### src/inc/twi_mr_pkg.sv
// Constants shared by the two-wire master receiver design.
package twi_mr_pkg;

   // APB byte addresses of the three registers.
   localparam logic [7:0] ADDR_CONTROL = 8'h00;
   localparam logic [7:0] ADDR_STATUS  = 8'h04;
   localparam logic [7:0] ADDR_DATA    = 8'h08;

   // Bit positions inside bus_control.
   localparam int CTL_FLAG  = 7;
   localparam int CTL_ACK   = 6;
   localparam int CTL_START = 5;
   localparam int CTL_STOP  = 4;
   localparam int CTL_WCOL  = 3;
   localparam int CTL_EN    = 2;
   localparam int CTL_IE    = 0;

   // Values after reset.
   localparam logic [7:0] DATA_RESET     = 8'hff;
   localparam logic [1:0] PRESCALE_RESET = 2'h0;

   // Status codes, prescaler bits taken as zero.
   localparam logic [7:0] CODE_NONE        = 8'hf8;
   localparam logic [7:0] CODE_START       = 8'h08;
   localparam logic [7:0] CODE_RSTART      = 8'h10;
   localparam logic [7:0] CODE_MT_ADR_ACK  = 8'h18;
   localparam logic [7:0] CODE_MT_ADR_NACK = 8'h20;
   localparam logic [7:0] CODE_MT_DAT_ACK  = 8'h28;
   localparam logic [7:0] CODE_MT_DAT_NACK = 8'h30;
   localparam logic [7:0] CODE_ARB_LOST    = 8'h38;
   localparam logic [7:0] CODE_MR_ADR_ACK  = 8'h40;
   localparam logic [7:0] CODE_MR_ADR_NACK = 8'h48;
   localparam logic [7:0] CODE_MR_DAT_ACK  = 8'h50;
   localparam logic [7:0] CODE_MR_DAT_NACK = 8'h58;

   // Bus timing: one bit is split into four quarters.
   localparam int CLK_PERIOD_NS  = 4;
   localparam int BIT_TIME_NS    = 10000;
   localparam int QUARTER_NS     = BIT_TIME_NS / 4;
   localparam int QUARTER_CYCLES =
      (QUARTER_NS + CLK_PERIOD_NS - 1) / CLK_PERIOD_NS;
   localparam logic [9:0] QUARTER_LAST = 10'(QUARTER_CYCLES - 1);

   // Index of the acknowledge bit within a nine-bit frame.
   localparam logic [3:0] ACK_BIT = 4'h8;

endpackage

### src/hdl/line_sync.sv
`timescale 1ns/1ns
// Two-flop synchroniser for the clock and data lines of the bus.
module line_sync (
   // Clock and reset.
   input  wire logic       core_clk,
   input  wire logic       sys_rst,
   // Lines.
   input  wire logic [1:0] raw,
   output logic      [1:0] synced
);

   logic [1:0] meta;

   // An idle bus floats high, so both stages reset to one.
   always_ff @(posedge core_clk) begin
      if (sys_rst) begin
         meta   <= 2'h3;
         synced <= 2'h3;
      end else begin
         meta   <= raw;
         synced <= meta;
      end
   end

endmodule

### src/hdl/quarter_timer.sv
`timescale 1ns/1ns
// Quarter-bit interval timer for the bus sequencer.
module quarter_timer (
   // Clock and reset.
   input  wire logic core_clk,
   input  wire logic sys_rst,
   // Control.
   input  wire logic restart,
   output logic      expired
);

   logic [9:0] count;
   logic [9:0] next_count;

   always_comb begin
      next_count = count;
      if (restart) begin
         next_count = 10'h000;
      end else if (count != twi_mr_pkg::QUARTER_LAST) begin
         next_count = count + 10'h001;
      end
   end

   always_ff @(posedge core_clk) begin
      if (sys_rst) begin
         count <= 10'h000;
      end else begin
         count <= next_count;
      end
   end

   assign expired = (count == twi_mr_pkg::QUARTER_LAST);

endmodule

### src/hdl/two_wire_master_receiver.sv
// Decided for this implementation: the register addresses and the APB interface to the registers.
`timescale 1ns/1ns
// Master receiver of the two-wire serial interface with an APB slave.
// Function
// [RQ1] Master mode is entered only once a START has been placed on the bus.
// [RQ2] Address direction bit picks master transmit or master receive.
// [RQ3] Software compares status codes with the prescaler bits masked off.
// [RQ4] Software requests START: flag 1, start 1, stop 0, enable 1.
// [RQ5] A requested START waits until the bus is free.
// [RQ6] After START the flag sets and status reads 0x08.
// [RQ7] Software loads read address, then writes control with start and stop 0.
// [RQ8] Writing one to the flag clears it and lets the bus proceed.
// [RQ9] After address and acknowledge, flag sets with status 0x38, 0x40, 0x48.
// [RQ10] Received byte is valid in the data register while the flag is set.
// [RQ11] Software should clear ack enable before the last byte to send NACK.
// [RQ12] Software ends with STOP: flag 1, start 0, stop 1, enable 1.
// [RQ13] Software ends with repeated START: flag 1, start 1, stop 0.
// [RQ14] Repeated START reports 0x10 and keeps ownership of the bus.
// [RQ15] In 0x10 a read address stays receive, a write address transmits.
// [RQ16] In 0x38 start 0 releases the bus, start 1 retries when free.
// [RQ17] In 0x40 the next byte is received, acknowledged per ack enable.
// [RQ18] In 0x48 start, stop or both give repeated START, STOP, STOP+START.
// [RQ19] In 0x50 the next byte is received, acknowledged per ack enable.
// [RQ20] In 0x58 start, stop or both give repeated START, STOP, STOP+START.
// [RQ21] Hardware clears the stop request once STOP has been sent.
// [RQ22] While the flag is set the clock line is held low and nothing starts; in 0x38 the design releases the clock line instead.
module two_wire_master_receiver (
   // Clock and reset.
   input  wire logic        core_clk,
   input  wire logic        sys_rst,
   // APB slave.
   input  wire logic        psel,
   input  wire logic        penable,
   input  wire logic        pwrite,
   input  wire logic [7:0]  paddr,
   input  wire logic [31:0] pwdata,
   output logic             pready,
   output logic [31:0]      prdata,
   output logic             pslverr,
   // Two-wire bus, open drain.
   input  wire logic        scl_in,
   output logic             scl_out,
   output logic             scl_oe,
   input  wire logic        sda_in,
   output logic             sda_out,
   output logic             sda_oe
);

   typedef enum {
      S_IDLE, S_WAIT_FREE, S_START, S_HOLD, S_BIT, S_RSTART, S_STOP
   } state_t;

   state_t     state;
   state_t     next_state;
   logic [1:0] phase;
   logic [1:0] next_phase;
   logic [3:0] bit_cnt;
   logic [3:0] next_bit_cnt;
   logic [7:0] shift_data;
   logic [7:0] next_shift_data;
   logic [7:0] status_code;
   logic [7:0] next_status_code;
   logic [1:0] prescale;
   logic [1:0] next_prescale;
   logic       step_done;
   logic       next_step_done;
   logic       ack_enable;
   logic       next_ack_enable;
   logic       start_request;
   logic       next_start_request;
   logic       stop_request;
   logic       next_stop_request;
   logic       wcol;
   logic       next_wcol;
   logic       iface_en;
   logic       next_iface_en;
   logic       irq_enable;
   logic       next_irq_enable;
   logic       tx_byte;
   logic       next_tx_byte;
   logic       addr_byte;
   logic       next_addr_byte;
   logic       repeated;
   logic       next_repeated;
   logic       master_active;
   logic       next_master_active;
   logic       mr_mode;
   logic       next_mr_mode;
   logic       ack_seen;
   logic       next_ack_seen;
   logic       busy;
   logic       next_busy;
   logic       sda_prev;
   logic       next_scl_oe;
   logic       next_sda_oe;
   logic [7:0] next_rd_byte;
   logic       next_pslverr;
   logic       timer_restart;
   logic       expired;
   logic       stretch;
   logic       out_bit;
   logic       scl_s;
   logic       sda_s;
   logic       setup;
   logic       hit;
   logic       wr_ctrl;
   logic       wr_stat;
   logic       wr_data;

   line_sync u_sync (
      .core_clk (core_clk),
      .sys_rst  (sys_rst),
      .raw      ({scl_in, sda_in}),
      .synced   ({scl_s, sda_s})
   );

   quarter_timer u_timer (
      .core_clk (core_clk),
      .sys_rst  (sys_rst),
      .restart  (timer_restart),
      .expired  (expired)
   );

   // Open-drain pins only ever pull low.
   assign scl_out = 1'b0;
   assign sda_out = 1'b0;

   // Zero-wait APB: read data is captured in the setup cycle.
   assign setup   = psel & ~penable;
   assign pready  = psel & penable;
   assign hit     = (paddr == twi_mr_pkg::ADDR_CONTROL) |
                    (paddr == twi_mr_pkg::ADDR_STATUS) |
                    (paddr == twi_mr_pkg::ADDR_DATA);
   assign wr_ctrl = pready & pwrite & (paddr == twi_mr_pkg::ADDR_CONTROL);
   assign wr_stat = pready & pwrite & (paddr == twi_mr_pkg::ADDR_STATUS);
   assign wr_data = pready & pwrite & (paddr == twi_mr_pkg::ADDR_DATA);

   // Drive low for a zero, release for a one or while listening.
   always_comb begin
      if (tx_byte) begin
         out_bit = (bit_cnt == twi_mr_pkg::ACK_BIT) ? 1'b1 : shift_data[7];
      end else begin
         out_bit = (bit_cnt == twi_mr_pkg::ACK_BIT) ? ~ack_enable : 1'b1; // RQ11
      end
   end

   always_comb begin
      next_rd_byte = 8'h00;
      if (paddr == twi_mr_pkg::ADDR_CONTROL) begin
         next_rd_byte = {step_done, ack_enable, start_request, stop_request,
                         wcol, iface_en, 1'b0, irq_enable};
      end else if (paddr == twi_mr_pkg::ADDR_STATUS) begin
         next_rd_byte = {status_code[7:3], 1'b0, prescale}; // RQ3
      end else if (paddr == twi_mr_pkg::ADDR_DATA) begin
         next_rd_byte = shift_data; // RQ10
      end
      next_pslverr = setup ? ~hit : pslverr;
   end

   always_ff @(posedge core_clk) begin
      if (sys_rst) begin
         prdata  <= 32'h0000_0000;
         pslverr <= 1'b0;
      end else begin
         if (setup) begin
            prdata <= {24'h00_0000, next_rd_byte};
         end
         pslverr <= next_pslverr;
      end
   end

   always_comb begin
      next_state         = state;
      next_phase         = phase;
      next_bit_cnt       = bit_cnt;
      next_shift_data    = shift_data;
      next_status_code   = status_code;
      next_prescale      = prescale;
      next_step_done     = step_done;
      next_ack_enable    = ack_enable;
      next_start_request = start_request;
      next_stop_request  = stop_request;
      next_wcol          = wcol;
      next_iface_en      = iface_en;
      next_irq_enable    = irq_enable;
      next_tx_byte       = tx_byte;
      next_addr_byte     = addr_byte;
      next_repeated      = repeated;
      next_master_active = master_active;
      next_mr_mode       = mr_mode;
      next_ack_seen      = ack_seen;
      next_scl_oe        = scl_oe;
      next_sda_oe        = sda_oe;
      next_busy          = busy;
      stretch            = 1'b0;

      // START and STOP seen on the lines, ours included.
      if (scl_s & sda_prev & ~sda_s) begin
         next_busy = 1'b1;
      end else if (scl_s & ~sda_prev & sda_s) begin
         next_busy = 1'b0;
      end

      // Software writes; hardware events further down take precedence.
      if (wr_ctrl) begin // RQ4 RQ7 RQ12 RQ13
         next_ack_enable    = pwdata[twi_mr_pkg::CTL_ACK];
         next_start_request = pwdata[twi_mr_pkg::CTL_START];
         next_stop_request  = pwdata[twi_mr_pkg::CTL_STOP];
         next_iface_en      = pwdata[twi_mr_pkg::CTL_EN];
         next_irq_enable    = pwdata[twi_mr_pkg::CTL_IE];
         if (pwdata[twi_mr_pkg::CTL_FLAG]) begin
            next_step_done = 1'b0; // RQ8
         end
      end
      if (wr_stat) begin
         next_prescale = pwdata[1:0];
      end
      // The shifter is only touched by software while the bus is parked.
      if (wr_data) begin
         if (step_done) begin
            next_shift_data = pwdata[7:0];
            next_wcol       = 1'b0;
         end else begin
            next_wcol = 1'b1;
         end
      end

      case (state)
         S_IDLE: begin
            next_scl_oe = 1'b0;
            next_sda_oe = 1'b0;
            if (iface_en && !step_done && start_request) begin // RQ22
               next_state = S_WAIT_FREE;
            end
         end
         S_WAIT_FREE: begin
            if (!busy) begin // RQ5
               next_state = S_START;
               next_phase = 2'h0;
            end
         end
         S_START: begin
            if (!scl_s) begin
               stretch = 1'b1;
            end else if (expired && phase == 2'h0) begin
               next_sda_oe = 1'b1;
               next_phase  = 2'h1;
            end else if (expired) begin
               next_scl_oe        = 1'b1;
               next_step_done     = 1'b1; // RQ6
               next_master_active = 1'b1; // RQ1
               next_status_code   = repeated ? twi_mr_pkg::CODE_RSTART
                                             : twi_mr_pkg::CODE_START; // RQ14
               next_repeated      = 1'b0;
               next_state         = S_HOLD;
            end
         end
         S_HOLD: begin
            // After a lost arbitration the lines are already let go.
            if (status_code != twi_mr_pkg::CODE_ARB_LOST) begin
               next_scl_oe = 1'b1; // RQ22
               next_sda_oe = 1'b0;
            end
            if (!step_done) begin // RQ8 RQ22
               next_phase   = 2'h0;
               next_bit_cnt = 4'h0;
               case (status_code)
                  twi_mr_pkg::CODE_START, twi_mr_pkg::CODE_RSTART: begin
                     next_tx_byte   = 1'b1; // RQ15
                     next_addr_byte = 1'b1;
                     next_mr_mode   = shift_data[0]; // RQ2
                     next_state     = S_BIT;
                  end
                  twi_mr_pkg::CODE_MR_ADR_ACK,
                  twi_mr_pkg::CODE_MR_DAT_ACK: begin
                     next_tx_byte   = 1'b0; // RQ17 RQ19
                     next_addr_byte = 1'b0;
                     next_state     = S_BIT;
                  end
                  twi_mr_pkg::CODE_ARB_LOST: begin
                     next_master_active = 1'b0; // RQ16
                     next_state = start_request ? S_WAIT_FREE : S_IDLE;
                  end
                  default: begin
                     if (stop_request) begin // RQ18 RQ20
                        next_state = S_STOP;
                     end else if (start_request) begin
                        next_state = S_RSTART;
                     end else if (!mr_mode) begin
                        next_tx_byte   = 1'b1;
                        next_addr_byte = 1'b0;
                        next_state     = S_BIT;
                     end
                  end
               endcase
            end
         end
         S_BIT: begin
            case (phase)
               2'h0: begin
                  next_sda_oe = ~out_bit;
                  if (expired) begin
                     next_phase = 2'h1;
                  end
               end
               2'h1: begin
                  if (expired) begin
                     next_scl_oe = 1'b0;
                     next_phase  = 2'h2;
                  end
               end
               2'h2: begin
                  if (!scl_s) begin
                     stretch = 1'b1;
                  end else if (expired) begin
                     // A one we drove that reads back low means another master.
                     if (out_bit && !sda_s &&
                         (tx_byte != (bit_cnt == twi_mr_pkg::ACK_BIT))) begin
                        next_status_code   = twi_mr_pkg::CODE_ARB_LOST;
                        next_step_done     = 1'b1; // RQ9
                        next_master_active = 1'b0;
                        next_scl_oe        = 1'b0;
                        next_sda_oe        = 1'b0;
                        next_state         = S_HOLD;
                     end else begin
                        if (bit_cnt == twi_mr_pkg::ACK_BIT) begin
                           next_ack_seen = ~sda_s;
                        end else begin
                           next_shift_data = {shift_data[6:0], sda_s};
                        end
                        next_phase = 2'h3;
                     end
                  end
               end
               default: begin
                  if (expired) begin
                     next_scl_oe = 1'b1;
                     next_phase  = 2'h0;
                     if (bit_cnt == twi_mr_pkg::ACK_BIT) begin
                        next_step_done = 1'b1; // RQ9 RQ10
                        next_state     = S_HOLD;
                        if (!tx_byte) begin
                           next_status_code = ack_enable ?
                              twi_mr_pkg::CODE_MR_DAT_ACK :
                              twi_mr_pkg::CODE_MR_DAT_NACK; // RQ17 RQ19
                        end else if (addr_byte && mr_mode) begin
                           next_status_code = ack_seen ?
                              twi_mr_pkg::CODE_MR_ADR_ACK :
                              twi_mr_pkg::CODE_MR_ADR_NACK; // RQ9
                        end else if (addr_byte) begin
                           next_status_code = ack_seen ?
                              twi_mr_pkg::CODE_MT_ADR_ACK :
                              twi_mr_pkg::CODE_MT_ADR_NACK; // RQ15
                        end else begin
                           next_status_code = ack_seen ?
                              twi_mr_pkg::CODE_MT_DAT_ACK :
                              twi_mr_pkg::CODE_MT_DAT_NACK;
                        end
                     end else begin
                        next_bit_cnt = bit_cnt + 4'h1;
                     end
                  end
               end
            endcase
         end
         S_RSTART: begin
            if (phase == 2'h0) begin
               next_sda_oe = 1'b0;
               if (expired) begin
                  next_scl_oe = 1'b0;
                  next_phase  = 2'h1;
               end
            end else if (!scl_s) begin
               stretch = 1'b1;
            end else if (expired) begin
               next_repeated = 1'b1; // RQ14
               next_phase    = 2'h0;
               next_state    = S_START;
            end
         end
         S_STOP: begin
            if (phase == 2'h0) begin
               next_sda_oe = 1'b1;
               if (expired) begin
                  next_scl_oe = 1'b0;
                  next_phase  = 2'h1;
               end
            end else if (phase == 2'h1) begin
               if (!scl_s) begin
                  stretch = 1'b1;
               end else if (expired) begin
                  next_sda_oe = 1'b0;
                  next_phase  = 2'h2;
               end
            end else if (expired) begin
               next_stop_request  = 1'b0; // RQ21
               next_master_active = 1'b0;
               next_phase         = 2'h0;
               next_state = start_request ? S_WAIT_FREE : S_IDLE; // RQ18
            end
         end
         default: begin
            next_state = S_IDLE;
         end
      endcase

      // Clearing the enable acts as a functional reset of the bus side.
      if (!iface_en) begin
         next_state         = S_IDLE;
         next_phase         = 2'h0;
         next_bit_cnt       = 4'h0;
         next_master_active = 1'b0;
         next_scl_oe        = 1'b0;
         next_sda_oe        = 1'b0;
      end

      timer_restart = stretch | (next_state != state) | (next_phase != phase);
   end

   always_ff @(posedge core_clk) begin
      if (sys_rst) begin
         state         <= S_IDLE;
         phase         <= 2'h0;
         bit_cnt       <= 4'h0;
         shift_data    <= twi_mr_pkg::DATA_RESET;
         status_code   <= twi_mr_pkg::CODE_NONE;
         prescale      <= twi_mr_pkg::PRESCALE_RESET;
         step_done     <= 1'b0;
         ack_enable    <= 1'b0;
         start_request <= 1'b0;
         stop_request  <= 1'b0;
         wcol          <= 1'b0;
         iface_en      <= 1'b0;
         irq_enable    <= 1'b0;
         tx_byte       <= 1'b0;
         addr_byte     <= 1'b0;
         repeated      <= 1'b0;
         master_active <= 1'b0;
         mr_mode       <= 1'b0;
         ack_seen      <= 1'b0;
         busy          <= 1'b0;
         sda_prev      <= 1'b1;
         scl_oe        <= 1'b0;
         sda_oe        <= 1'b0;
      end else begin
         state         <= next_state;
         phase         <= next_phase;
         bit_cnt       <= next_bit_cnt;
         shift_data    <= next_shift_data;
         status_code   <= next_status_code;
         prescale      <= next_prescale;
         step_done     <= next_step_done;
         ack_enable    <= next_ack_enable;
         start_request <= next_start_request;
         stop_request  <= next_stop_request;
         wcol          <= next_wcol;
         iface_en      <= next_iface_en;
         irq_enable    <= next_irq_enable;
         tx_byte       <= next_tx_byte;
         addr_byte     <= next_addr_byte;
         repeated      <= next_repeated;
         master_active <= next_master_active;
         mr_mode       <= next_mr_mode;
         ack_seen      <= next_ack_seen;
         busy          <= next_busy;
         sda_prev      <= sda_s;
         scl_oe        <= next_scl_oe;
         sda_oe        <= next_sda_oe;
      end
   end

endmodule

### config.mk
export PLATFORM = sky130hd
export DESIGN_NAME = two_wire_master_receiver
export DESIGN_NICKNAME = d
export VERILOG_FILES = /design/src/inc/twi_mr_pkg.sv /design/src/hdl/line_sync.sv /design/src/hdl/quarter_timer.sv /design/src/hdl/two_wire_master_receiver.sv
export SDC_FILE = /design/constraint.sdc
export NUM_CORES = 1
export LEC_CHECK = 0
export BUFFER_PORTS_ARGS = -buffer_cell sky130_fd_sc_hd__buf_2
export CELL_PAD_IN_SITES_DETAIL_PLACEMENT = 1
export CELL_PAD_IN_SITES_GLOBAL_PLACEMENT = 2
export CORE_MARGIN = 2
export CORE_UTILIZATION = 33
export CTS_BUF_LIST = sky130_fd_sc_hd__clkbuf_16
export DETAILED_ROUTE_END_ITERATION = 6
export PLACE_DENSITY_LB_ADDON = 0.1
export RECOVER_POWER = 50
export SLEW_MARGIN = 25
export SYNTH_ARGS = -nofsm -noshare
export SYNTH_HDL_FRONTEND = slang
export SYNTH_HIERARCHICAL = 1
export SYNTH_SLANG_ARGS = --single-unit
### constraint.sdc
create_clock -name core_clk -period 4.7 [get_ports core_clk]
set_input_delay 0.47 -clock core_clk [delete_from_list [all_inputs] [get_ports core_clk]]
set_output_delay 0.47 -clock core_clk [all_outputs]
set_load 0.005 [all_outputs]
==> metrics.txt, run 1 <==
# DRC 0; mux cell area share after synthesis 3.778%; Seq pwr share between 50 and 60%; Sum Neg Setup Slack 0 ps; crit path launch u_timer/count[0]; violated checks capacitance limit, slew limit; actual slew at the worst max-slew pin just over 2000 ps; CTS clk-pin slew, worst paths roughly 70 ps; Syn Area/Cell 8.334 µm²; Max IR drop VDD around 0.15 mV; Reg2Reg Depth 14; RSZ-0062 raised after global routing false; Fmax achieved approximately 260 MHz; crit-path cells inv_1, ha_1, or4b_1, nor3_4, clkbuf_1, nand2_1, a221oi_1, a211o_1, a2111oi_0, nand3_1, nor4b_1, o211ai_1, or2_2, nor3_1; switching pwr 383.2 µW; total of max-cap violations 1; synth warn 6; WL final ~15000 µm; count of cell types in the netlist 69; simple-gate portion of the synthesized area a little under a third; DR vias roughly 4400; CP Class flop to flop; CTS Buffer Depth 2; fin crit period just under 4000 ps; Arrival @ worst endpoint 4170 ps; Top Ports 85; Core Area around 0.015 mm²; first-pass GRT wire length 23980 µm; Critical-path top delay cell a2111oi_0; top cells by count, synth dfxtp_1 (92), nor2_1 (54), nand2_1 (44); die area ~0.016 mm²; Wirelength per Cell about 17 µm; initial antenna violation count 0; hold_sp scl_in; total global-route track usage 18.71%; Post-synth top flop dfxtp_1; Area contributors post-synth dfxtp_1 (36%), a21oi_1 (4.0%), nor2_1 (4.0%); CTS Hold Bufs 0; row cnt 45; Critical Path End Type flop; Synth Area in Compound Gates between 15 and 20%; share of layout cells above drive strength 1 around a tenth; initial DRC count 268; Reg area around 0.0018 mm²; critical path's top delay family simple AND/OR/NAND/NOR gates; Mapped Area roughly 0.0051 mm²; Net Sw Frac about a quarter; CTS Sinks 92; Post-synth EDFFs 0; FF-to-FF Start u_timer/count[0]; worst hold path type primary input to flop; Die W 127.9 µm; gr ovfl total 0; largest stage delay on the critical path 520 ps; hpwl dp ~11000 µm; Stages on worst setup path 14; adder-cell share of the synthesized area 2.222%; Vias/cell between 5 and 6; Placed Cells 828; Initial Util about a third; I/O Buffers 34; met1 usage a little under a quarter; fin crit share 82.82%; multi-input gate area in the final layout 0.003018 mm²; CP required around 5000 ps; combinational share of power 3.5%; crit path max fanout 16; status complete, but fails checks; Antenna Cells 0; Final Max Tran Viols 46; Fillers between 1500 and 2000; final hold vios 0; leakage power total 2.127 nW; largest net degree at the start of global routing 46; CTS root buf clkbuf_16; Post-CTS Resized 0; H-Tree Level Count 3; hold depth 2; Buf/Inv on CP 2; Die Ht between 100 and 150 µm; Clock power frac a little under half; Power Internal ~1.2 mW; Synth Instances ~600; Post-CTS Setup Repair Bufs 0; element type at the critical path start flop; DRT Pass-1 Iters 4; PwrDens 285.7 mW/mm²; Area Growth Syn to Fin 11.80%; slew margin rel. -35.74%; CTS tree done; grt met3 use under 10%; worst-skew pair later-pin latency around 360 ps; top-count cell post-synth dfxtp_1; endpoints failing setup 0; global routing's busiest layer met2; Post-synth ARST share 0%; post-route ant nets 0; Final GP Congestion 0.8607; xor and xnor area share after synthesis 1.383%; dominant cell type by area after synthesis dfxtp_1; largest family of logic cells by synthesized area simple AND/OR/NAND/NOR gates; Synth top area share 36.35%; vias in the first global route between 4000 and 5000; met2 usage between 30% and 40%; clock skew 11.27 ps; Seq cells post-synth 92; CTS Buf Count 9; non-filler cells, final around 840; Final #Nets 707; register area share after synthesis 36.35%
==> worst paths after layout <==
path                       to  slack [ps]
min reg2reg  u_sync/synced[1]         410
max reg2reg  u_timer/count[0]         810
max          u_timer/count[0]         810
min            u_sync/meta[1]         290
==> cell type report <==
cell class	instances	area share [%]
repair buffers	42	3.821
clock buffers	9	3.975
flip-flops and latches	92	32.51
inverters	15	0.9938
clock inverters	6	1.281
multi-input cells	491	53.27
well taps	188	4.152
==> metrics by stage <==
stage | hold slack, ps | area, µm² | total power [mW] | util [%] | setup WS, ps
final | 285.1 | 5665 | 1.619 | 37.55 | 807.3
after global routing | 294.6 | 5665 | 1.683 | 37.55 | 472.4
after CTS | 277.2 | 5683 | 1.645 | 37.66 | 965.0
after detailed placement | 394.6 | 5385 | 0.8867 | 35.69 | 978.3
after global placement | 390.1 | 5385 | 0.8842 | 35.69 | 1136
after floorplan | 383.2 | 5270 | 0.8775 | - | 1434
==> cells in the final DEF, fill, tap and decap left out, types with 8 or more instances in the layout <==
cell type and n:
dfxtp_1 92, conb_1 55, nor2_1 54, nand2_1 44, a21oi_1 41, buf_2 26, nand3_1 25, nor3_1 24
o21ai_0 22, nand2b_1 22, mux2i_1 18, inv_1 15, nand3b_1 10, nor2b_1 9, o21ai_1 9, ha_1 9
clkbuf_16 9, clkbuf_1 9, or3_1 8, nor4_1 8, and3_1 8, nand4_1 8
==> cell families after synthesis <==
group,count (synthesis)
simple gates,262
mux,19
fa+ha+maj,9
compound gates,138
flops,92
xor+xnor,8
buf+inv,79
other cells,1
==> metal layers <==
layer | vias up | part of all wire [%] | routed length [µm]
met5 | - | 0 | 0
met4 | 0 | 2.8 | 410
met3 | 22 | 3.4 | 500
met1 | 2143 | 46 | 6788
li1 | 2195 | - | -
met2 | 79 | 47 | 6961
==> registers in the layout, summed over array words and instances (netlist names), 2 cells and up <==
| register | count |
|---|---|
| bit_cnt | 4 |
| phase | 2 |
| prdata | 8 |
| prescale | 2 |
| shift_data | 8 |
| state | 32 |
| status_code | 5 |
| u_sync/meta | 2 |
| u_sync/synced | 2 |
| u_timer/count | 10 |
==> power by group through the flow <==
stage	Sequential [mW]	Combinational, mW	Clock, mW
final	0.812	0.0560	0.751
after global routing	0.814	0.0650	0.804
after CTS	0.812	0.0562	0.777
after detailed placement	0.831	0.0559	0
after global placement	0.829	0.0549	0
after floorplan	0.828	0.0499	0
Power figures use the tool's default switching activity.
==> inputs of run 2 (changes only) <==
==> constraint.sdc (replaced) <==
create_clock -name core_clk -period 3.8 [get_ports core_clk]
set_input_delay 0.38 -clock core_clk [delete_from_list [all_inputs] [get_ports core_clk]]
set_output_delay 0.38 -clock core_clk [all_outputs]
set_load 0.005 [all_outputs]
==> run 2 against run 1 <==
  * The run still ends with capacitance limit, slew limit left
  * Fmax rose by 15%
  * Routed wire length rose by 0.85%
  * Critical path depth fell by 2
  * Combinational power rose by 23%
  * Setup slack got worse by 400 ps
  * Hold slack got worse by 88 ps
  * Sequential share of layout area fell by 0.40 points
  * Non-clock buffer count rose by 12
  * Clock skew fell by 0.93 ps
  * Sequential cell count did not move
  * Cell area rose by 1.3%
  * Highest routed layer unchanged
==> metrics.txt, run 2 (same netlist as run 1, synthesis figures left out) <==
status complete, but fails checks; violated checks capacitance limit, slew limit; CTS Buffer Depth 2; Post-CTS Setup Repair Bufs 0; Clock power frac a little under half; Vias/cell ~5.3; Fmax achieved 294.8 MHz; commonest non-fill, non-tap cells in the layout dfxtp_1 (92), conb_1 (55), nor2_1 (54); Top Ports 85; gr ovfl total 0; Power Internal approximately 1.5 mW; CTS root buf clkbuf_16; total of max-cap violations 1; worst hold path type primary input to flop; CTS Buf Count 9; fin crit share between 80 and 90%; Top reg by flops state; hold_sp sda_in; Wirelength per Cell 17.31 µm; RSZ-0062 raised after global routing false; Reg2Reg Capture Point u_timer/count[0]; clock skew 10.35 ps; WL final approximately 15000 µm; I/O Buffers 34; final hold vios 0; slew margin rel. -28.65%; placed cell areas ~0.0055 mm²; Largest regs state: 32 flops, u_timer/count: 10 flops; Antenna Cells 0; FF-to-FF Start u_timer/count[0]; share of layout cells above drive strength 1 around an eighth; DRT Pass-1 Iters 4; Sum Neg Setup Slack 0 ps; element type at the critical path start flop; Area Growth Syn to Fin 13.21%; largest net degree at the start of global routing 46; CP required a little over 4000 ps; total power 1.962 mW; initial DRC count between 200 and 300; # DRC 0; Die Ht 127.9 µm; Seq pwr share between 50% and 60%; endpoints failing setup 0; leakage power total approximately 2.2 nW; Arrival @ worst endpoint roughly 3700 ps; vias in the first global route ~4600; Hold EP u_sync/meta[0]; fin crit period 3392 ps; max reg flops 32; CTS clk-pin slew, worst paths 70 ps; CTS tree done; Fillers around 1900; die area 0.01636 mm²; Final #Nets between 700 and 800; Final Max Tran Viols between 40 and 50; final instance area 0.005737 mm²; hpwl dp approximately 11000 µm; total global-route track usage a little under a fifth; crit path max fanout 8; initial antenna violation count 0; CTS Hold Bufs 0; Reg2Reg Depth 12; DR vias about 4500; Post-CTS Resized 0; Die W roughly 130 µm; first-pass GRT wire length between 20000 and 25000 µm; switching pwr between 400 and 500 µW; H-Tree Level Count 3; Final GP Congestion around 0.85; most common cell after layout, fill and taps aside dfxtp_1; Max IR drop VDD 0.1899 mV; CTS Sinks 92; post-route ant nets 0; Net Sw Frac a little under a quarter; reg2reg setup slack 410 ps; row cnt 45; non-filler cells, final around 850; Critical Path End Type flop; Core Area around 0.015 mm²; Reg area 0.001842 mm²; Initial Util about 34%; hold depth 2; PwrDens about 340 mW/mm²; multi-input gate area in the final layout approximately 0.0030 mm²; CP Class flop to flop; worst-skew pair later-pin latency ~360 ps; actual slew at the worst max-slew pin between 1500 and 2000 ps; Placed Cells 840; combinational share of power ~3.5%
run 2: cell types whose count changed in the layout (fill, tap and decap cells not counted), sizes merged:
| cell | previous run | this run |
|---|---|---|
| clkinvlp | 1 | 0 |
| buf | 33 | 48 |
| clkinv | 2 | 3 |
| inv | 17 | 16 |
| clkbuf | 18 | 15 |
run 2: cell type report:
| type | count | area share (%) |
|---|---|---|
| clock inverters | 5 | 0.9815 |
| repair buffers | 54 | 5.453 |
| multi-input cells | 491 | 52.45 |
| clock buffers | 9 | 3.926 |
| well taps | 188 | 4.100 |
| flip-flops and latches | 92 | 32.10 |
| inverters | 15 | 0.9815 |
run 2: worst max path at each step:
| stage | startpoint | to | slack, ps | cells after the start |
|---|---|---|---|---|
| final | u_timer/count[0] | u_timer/count[0] | 410 | 12 |
| after global routing | u_timer/count[0] | u_timer/count[0] | 40 | 12 |
| after CTS | u_timer/count[0] | u_timer/count[0] | 320 | 12 |
| after floorplan | u_timer/count[0] | u_timer/count[0] | 530 | 13 |
| after detailed placement | u_timer/count[0] | u_timer/count[0] | 350 | 12 |
| after global placement | u_timer/count[0] | u_timer/count[0] | 440 | 12 |
run 2: critical path, cell delays in order, from the launching register on:
cell       delay [ps]
dfxtp_1           350
inv_1              90
ha_1              160
or4b_4            480
nor3_4            160
a221oi_1          120
a211o_1           320
a2111oi_0         400
nand3_1           170
nor4b_2           310
o211ai_1          150
or2_2             410
nor3_1            190
run 2: power by group through the flow:
stage	logic (mW)	clock network, mW	registers (mW)
3_3_place_gp	0.0693	0	1.02
2_1_floorplan	0.0617	0	1.02
6_report	0.0690	0.889	1.00
3_5_place_dp	0.0699	0	1.03
5_1_grt	0.0803	0.965	1.01
4_1_cts	0.0702	0.919	1.00
run 2: stage by stage:
| step | setup WS [ps] | hold slack, ps | util (%) |
|---|---|---|---|
| after global routing | 43.10 | 205.4 | 38.02 |
| after detailed placement | 347.0 | 399.6 | 36.29 |
| after CTS | 316.4 | 190.0 | 38.15 |
| final | 407.5 | 197.1 | 38.02 |
| after floorplan | 534.2 | 383.2 | - |
| after global placement | 436.3 | 395.0 | 36.29 |
run 2: metal layers:
metal	vias to the layer above	wire [µm]	global-route usage, %
li1	2214	-	-
met1	2204	6750	22.67
met2	74	7026	31.71
met3	29	478	4.174
met4	0	529	8.920
met5	-	0	0
==> inputs of run 3 (changes only) <==
--- a/config.mk
+++ b/config.mk
@@ -10,7 +10,6 @@
 export CELL_PAD_IN_SITES_GLOBAL_PLACEMENT = 2
 export CORE_MARGIN = 2
 export CORE_UTILIZATION = 33
-export CTS_BUF_LIST = sky130_fd_sc_hd__clkbuf_16
 export DETAILED_ROUTE_END_ITERATION = 6
 export PLACE_DENSITY_LB_ADDON = 0.1
 export RECOVER_POWER = 50
==> run 3 against run 2 <==
  * The flow still finishes with violations (capacitance limit, slew limit)
  * Via count rose by 0.29%
  * Clock skew barely moved
  * Clock-buffer cell count rose by 1
  * Clock power barely moved
  * Global-route usage did not move
  * Critical path type unchanged
  * Non-clock buffer count did not move
  * Fmax fell by 0.18%
  * Largest power group unchanged
==> metrics.txt, run 3 (same netlist as run 1, synthesis figures left out) <==
Arrival @ worst endpoint between 3000 and 4000 ps; largest stage delay on the critical path between 400 and 500 ps; CTS Buffer Depth 2; element type at the critical path start flop; Worst Slack Setup Final roughly 400 ps; Final Max Tran Viols 46; crit-path cells inv_1, ha_1, or4b_4, nor3_4, a221oi_1, a211o_1, a2111oi_0, nand3_1, nor4b_2, o211ai_1, or2_2, nor3_1; # DRC 0; Top reg by flops state; initial antenna violation count 0; total of max-cap violations 1; Die Ht roughly 130 µm; post-route ant nets 0; CTS root buf clkbuf_16; worst hold path type primary input to flop; fin crit period between 3000 and 4000 ps; Largest regs state: 32 flops, u_timer/count: 10 flops; max reg flops 32; Hold EP u_sync/meta[0]; commonest non-fill, non-tap cells in the layout dfxtp_1 (92), conb_1 (55), nor2_1 (54); hold_sp sda_in; CTS Sinks 92; vias in the first global route around 4600; first-pass GRT wire length between 20000 and 25000 µm; Final GP Congestion roughly 0.85; status complete, but fails checks; actual slew at the worst max-slew pin 1930 ps; endpoints failing setup 0; Antenna Cells 0; total global-route track usage a little under a fifth; final hold vios 0; Fillers ~1900; H-Tree Level Count 3; leakage power total roughly 2.2 nW; hpwl dp approximately 11000 µm; FF-to-FF Start u_timer/count[0]; DRT Pass-1 Iters 4; Sum Neg Setup Slack 0 ps; Top Ports 85; final instance area around 0.0057 mm²; CTS Hold Bufs 0; Max IR drop VDD roughly 0.19 mV; Die W ~130 µm; clock skew 10.09 ps; hold depth 2; I/O Buffers 34; DR vias around 4500; Reg2Reg Depth 12; non-filler cells, final approximately 850; RSZ-0062 raised after global routing false; initial DRC count 256; CP Class flop to flop; Initial Util 33.58%; gr ovfl total 0; Final #Nets 719; most common cell after layout, fill and taps aside dfxtp_1; Area Growth Syn to Fin 13.21%; Post-Place Worst Slack roughly 350 ps; die area roughly 0.016 mm²; reg2reg setup slack between 400 and 500 ps; slew margin rel. -28.65%; Post-CTS Setup Repair Bufs 0; Reg2Reg Capture Point u_timer/count[0]; PwrDens roughly 340 mW/mm²; CTS tree done; Fmax achieved slightly below 300 MHz; worst-skew pair later-pin latency between 300 and 400 ps; row cnt between 40 and 50; share of layout cells above drive strength 1 11.71%; Finished Core Util between 30% and 40%; Critical Path End Type flop; Placed Cells 840; Wirelength per Cell ~17 µm; Post-CTS Resized 0; Vias/cell roughly 5.3; CP required between 4000 and 5000 ps; Critical-path top delay cell or4b_4; violated checks capacitance limit, slew limit; placed cell areas between 0.005 and 0.006 mm²; fin crit share about nine tenths; crit path max fanout 8; WL final around 15000 µm; largest net degree at the start of global routing 46; CTS Buf Count 9; CTS clk-pin slew, worst paths ~70 ps; Core Area about 0.015 mm²
run 3: cell count changes in the layout (fill, tap and decap cells not counted):
cell | previous run | this run
clkbuf_1 | 6 | 7
inv_1 | 16 | 15
run 3: area by class of cell:
class	instances	area (µm²)	area share (%)
clock buffers	10	229.0	3.991
clock inverters	4	52.55	0.9160
inverters	15	56.30	0.9815
multi-input cells	491	3009	52.45
flip-flops and latches	92	1842	32.10
well taps	188	235.2	4.100
repair buffers	54	312.8	5.453
run 3: per-stage QoR:
step / hold slack [ps] / power, mW
6_report: 197.2 / 1.964
5_1_grt: 205.4 / 2.054
4_1_cts: 190.0 / 1.996
3_5_place_dp: 399.6 / 1.096
3_3_place_gp: 395.0 / 1.094
2_1_floorplan: 383.2 / 1.085
run 3: how the worst max path moves through the flow:
| stage | start | end | cells past startpoint | slack [ps] |
|---|---|---|---|---|
| 3_5_place_dp | u_timer/count[0] | u_timer/count[0] | 12 | 350 |
| 3_3_place_gp | u_timer/count[0] | u_timer/count[0] | 12 | 440 |
| 2_1_floorplan | u_timer/count[0] | u_timer/count[0] | 13 | 530 |
| 5_1_grt | u_timer/count[0] | u_timer/count[0] | 12 | 40 |
| 6_report | u_timer/count[0] | u_timer/count[0] | 12 | 400 |
| 4_1_cts | u_timer/count[0] | u_timer/count[0] | 12 | 320 |
run 3: worst max-delay path, delay by kind of cell, from the launching register on:
| kind | cells | cell delay, ps |
|---|---|---|
| AOI/OAI and AO/OA | 4 | 990 |
| adders and majority gates | 1 | 160 |
| buffers and inverters | 1 | 90 |
| DFF | 1 | 350 |
| and+or+nand+nor | 6 | 1720 |
run 3: where the power goes:
part           leakage, nW  internal (mW)  switching [mW]
registers            0.755          0.988          0.0158
logic                 1.29         0.0275          0.0415
clock network        0.138          0.504           0.387
run 3: metal layers:
layer / routed length [µm] / global-route usage [%] / up-vias
met5: 0 / 0 / -
li1: - / - / 2214
met2: 7003 / 31.71 / 82
met3: 515 / 4.174 / 33
met1: 6733 / 22.67 / 2205
met4: 561 / 8.920 / 0
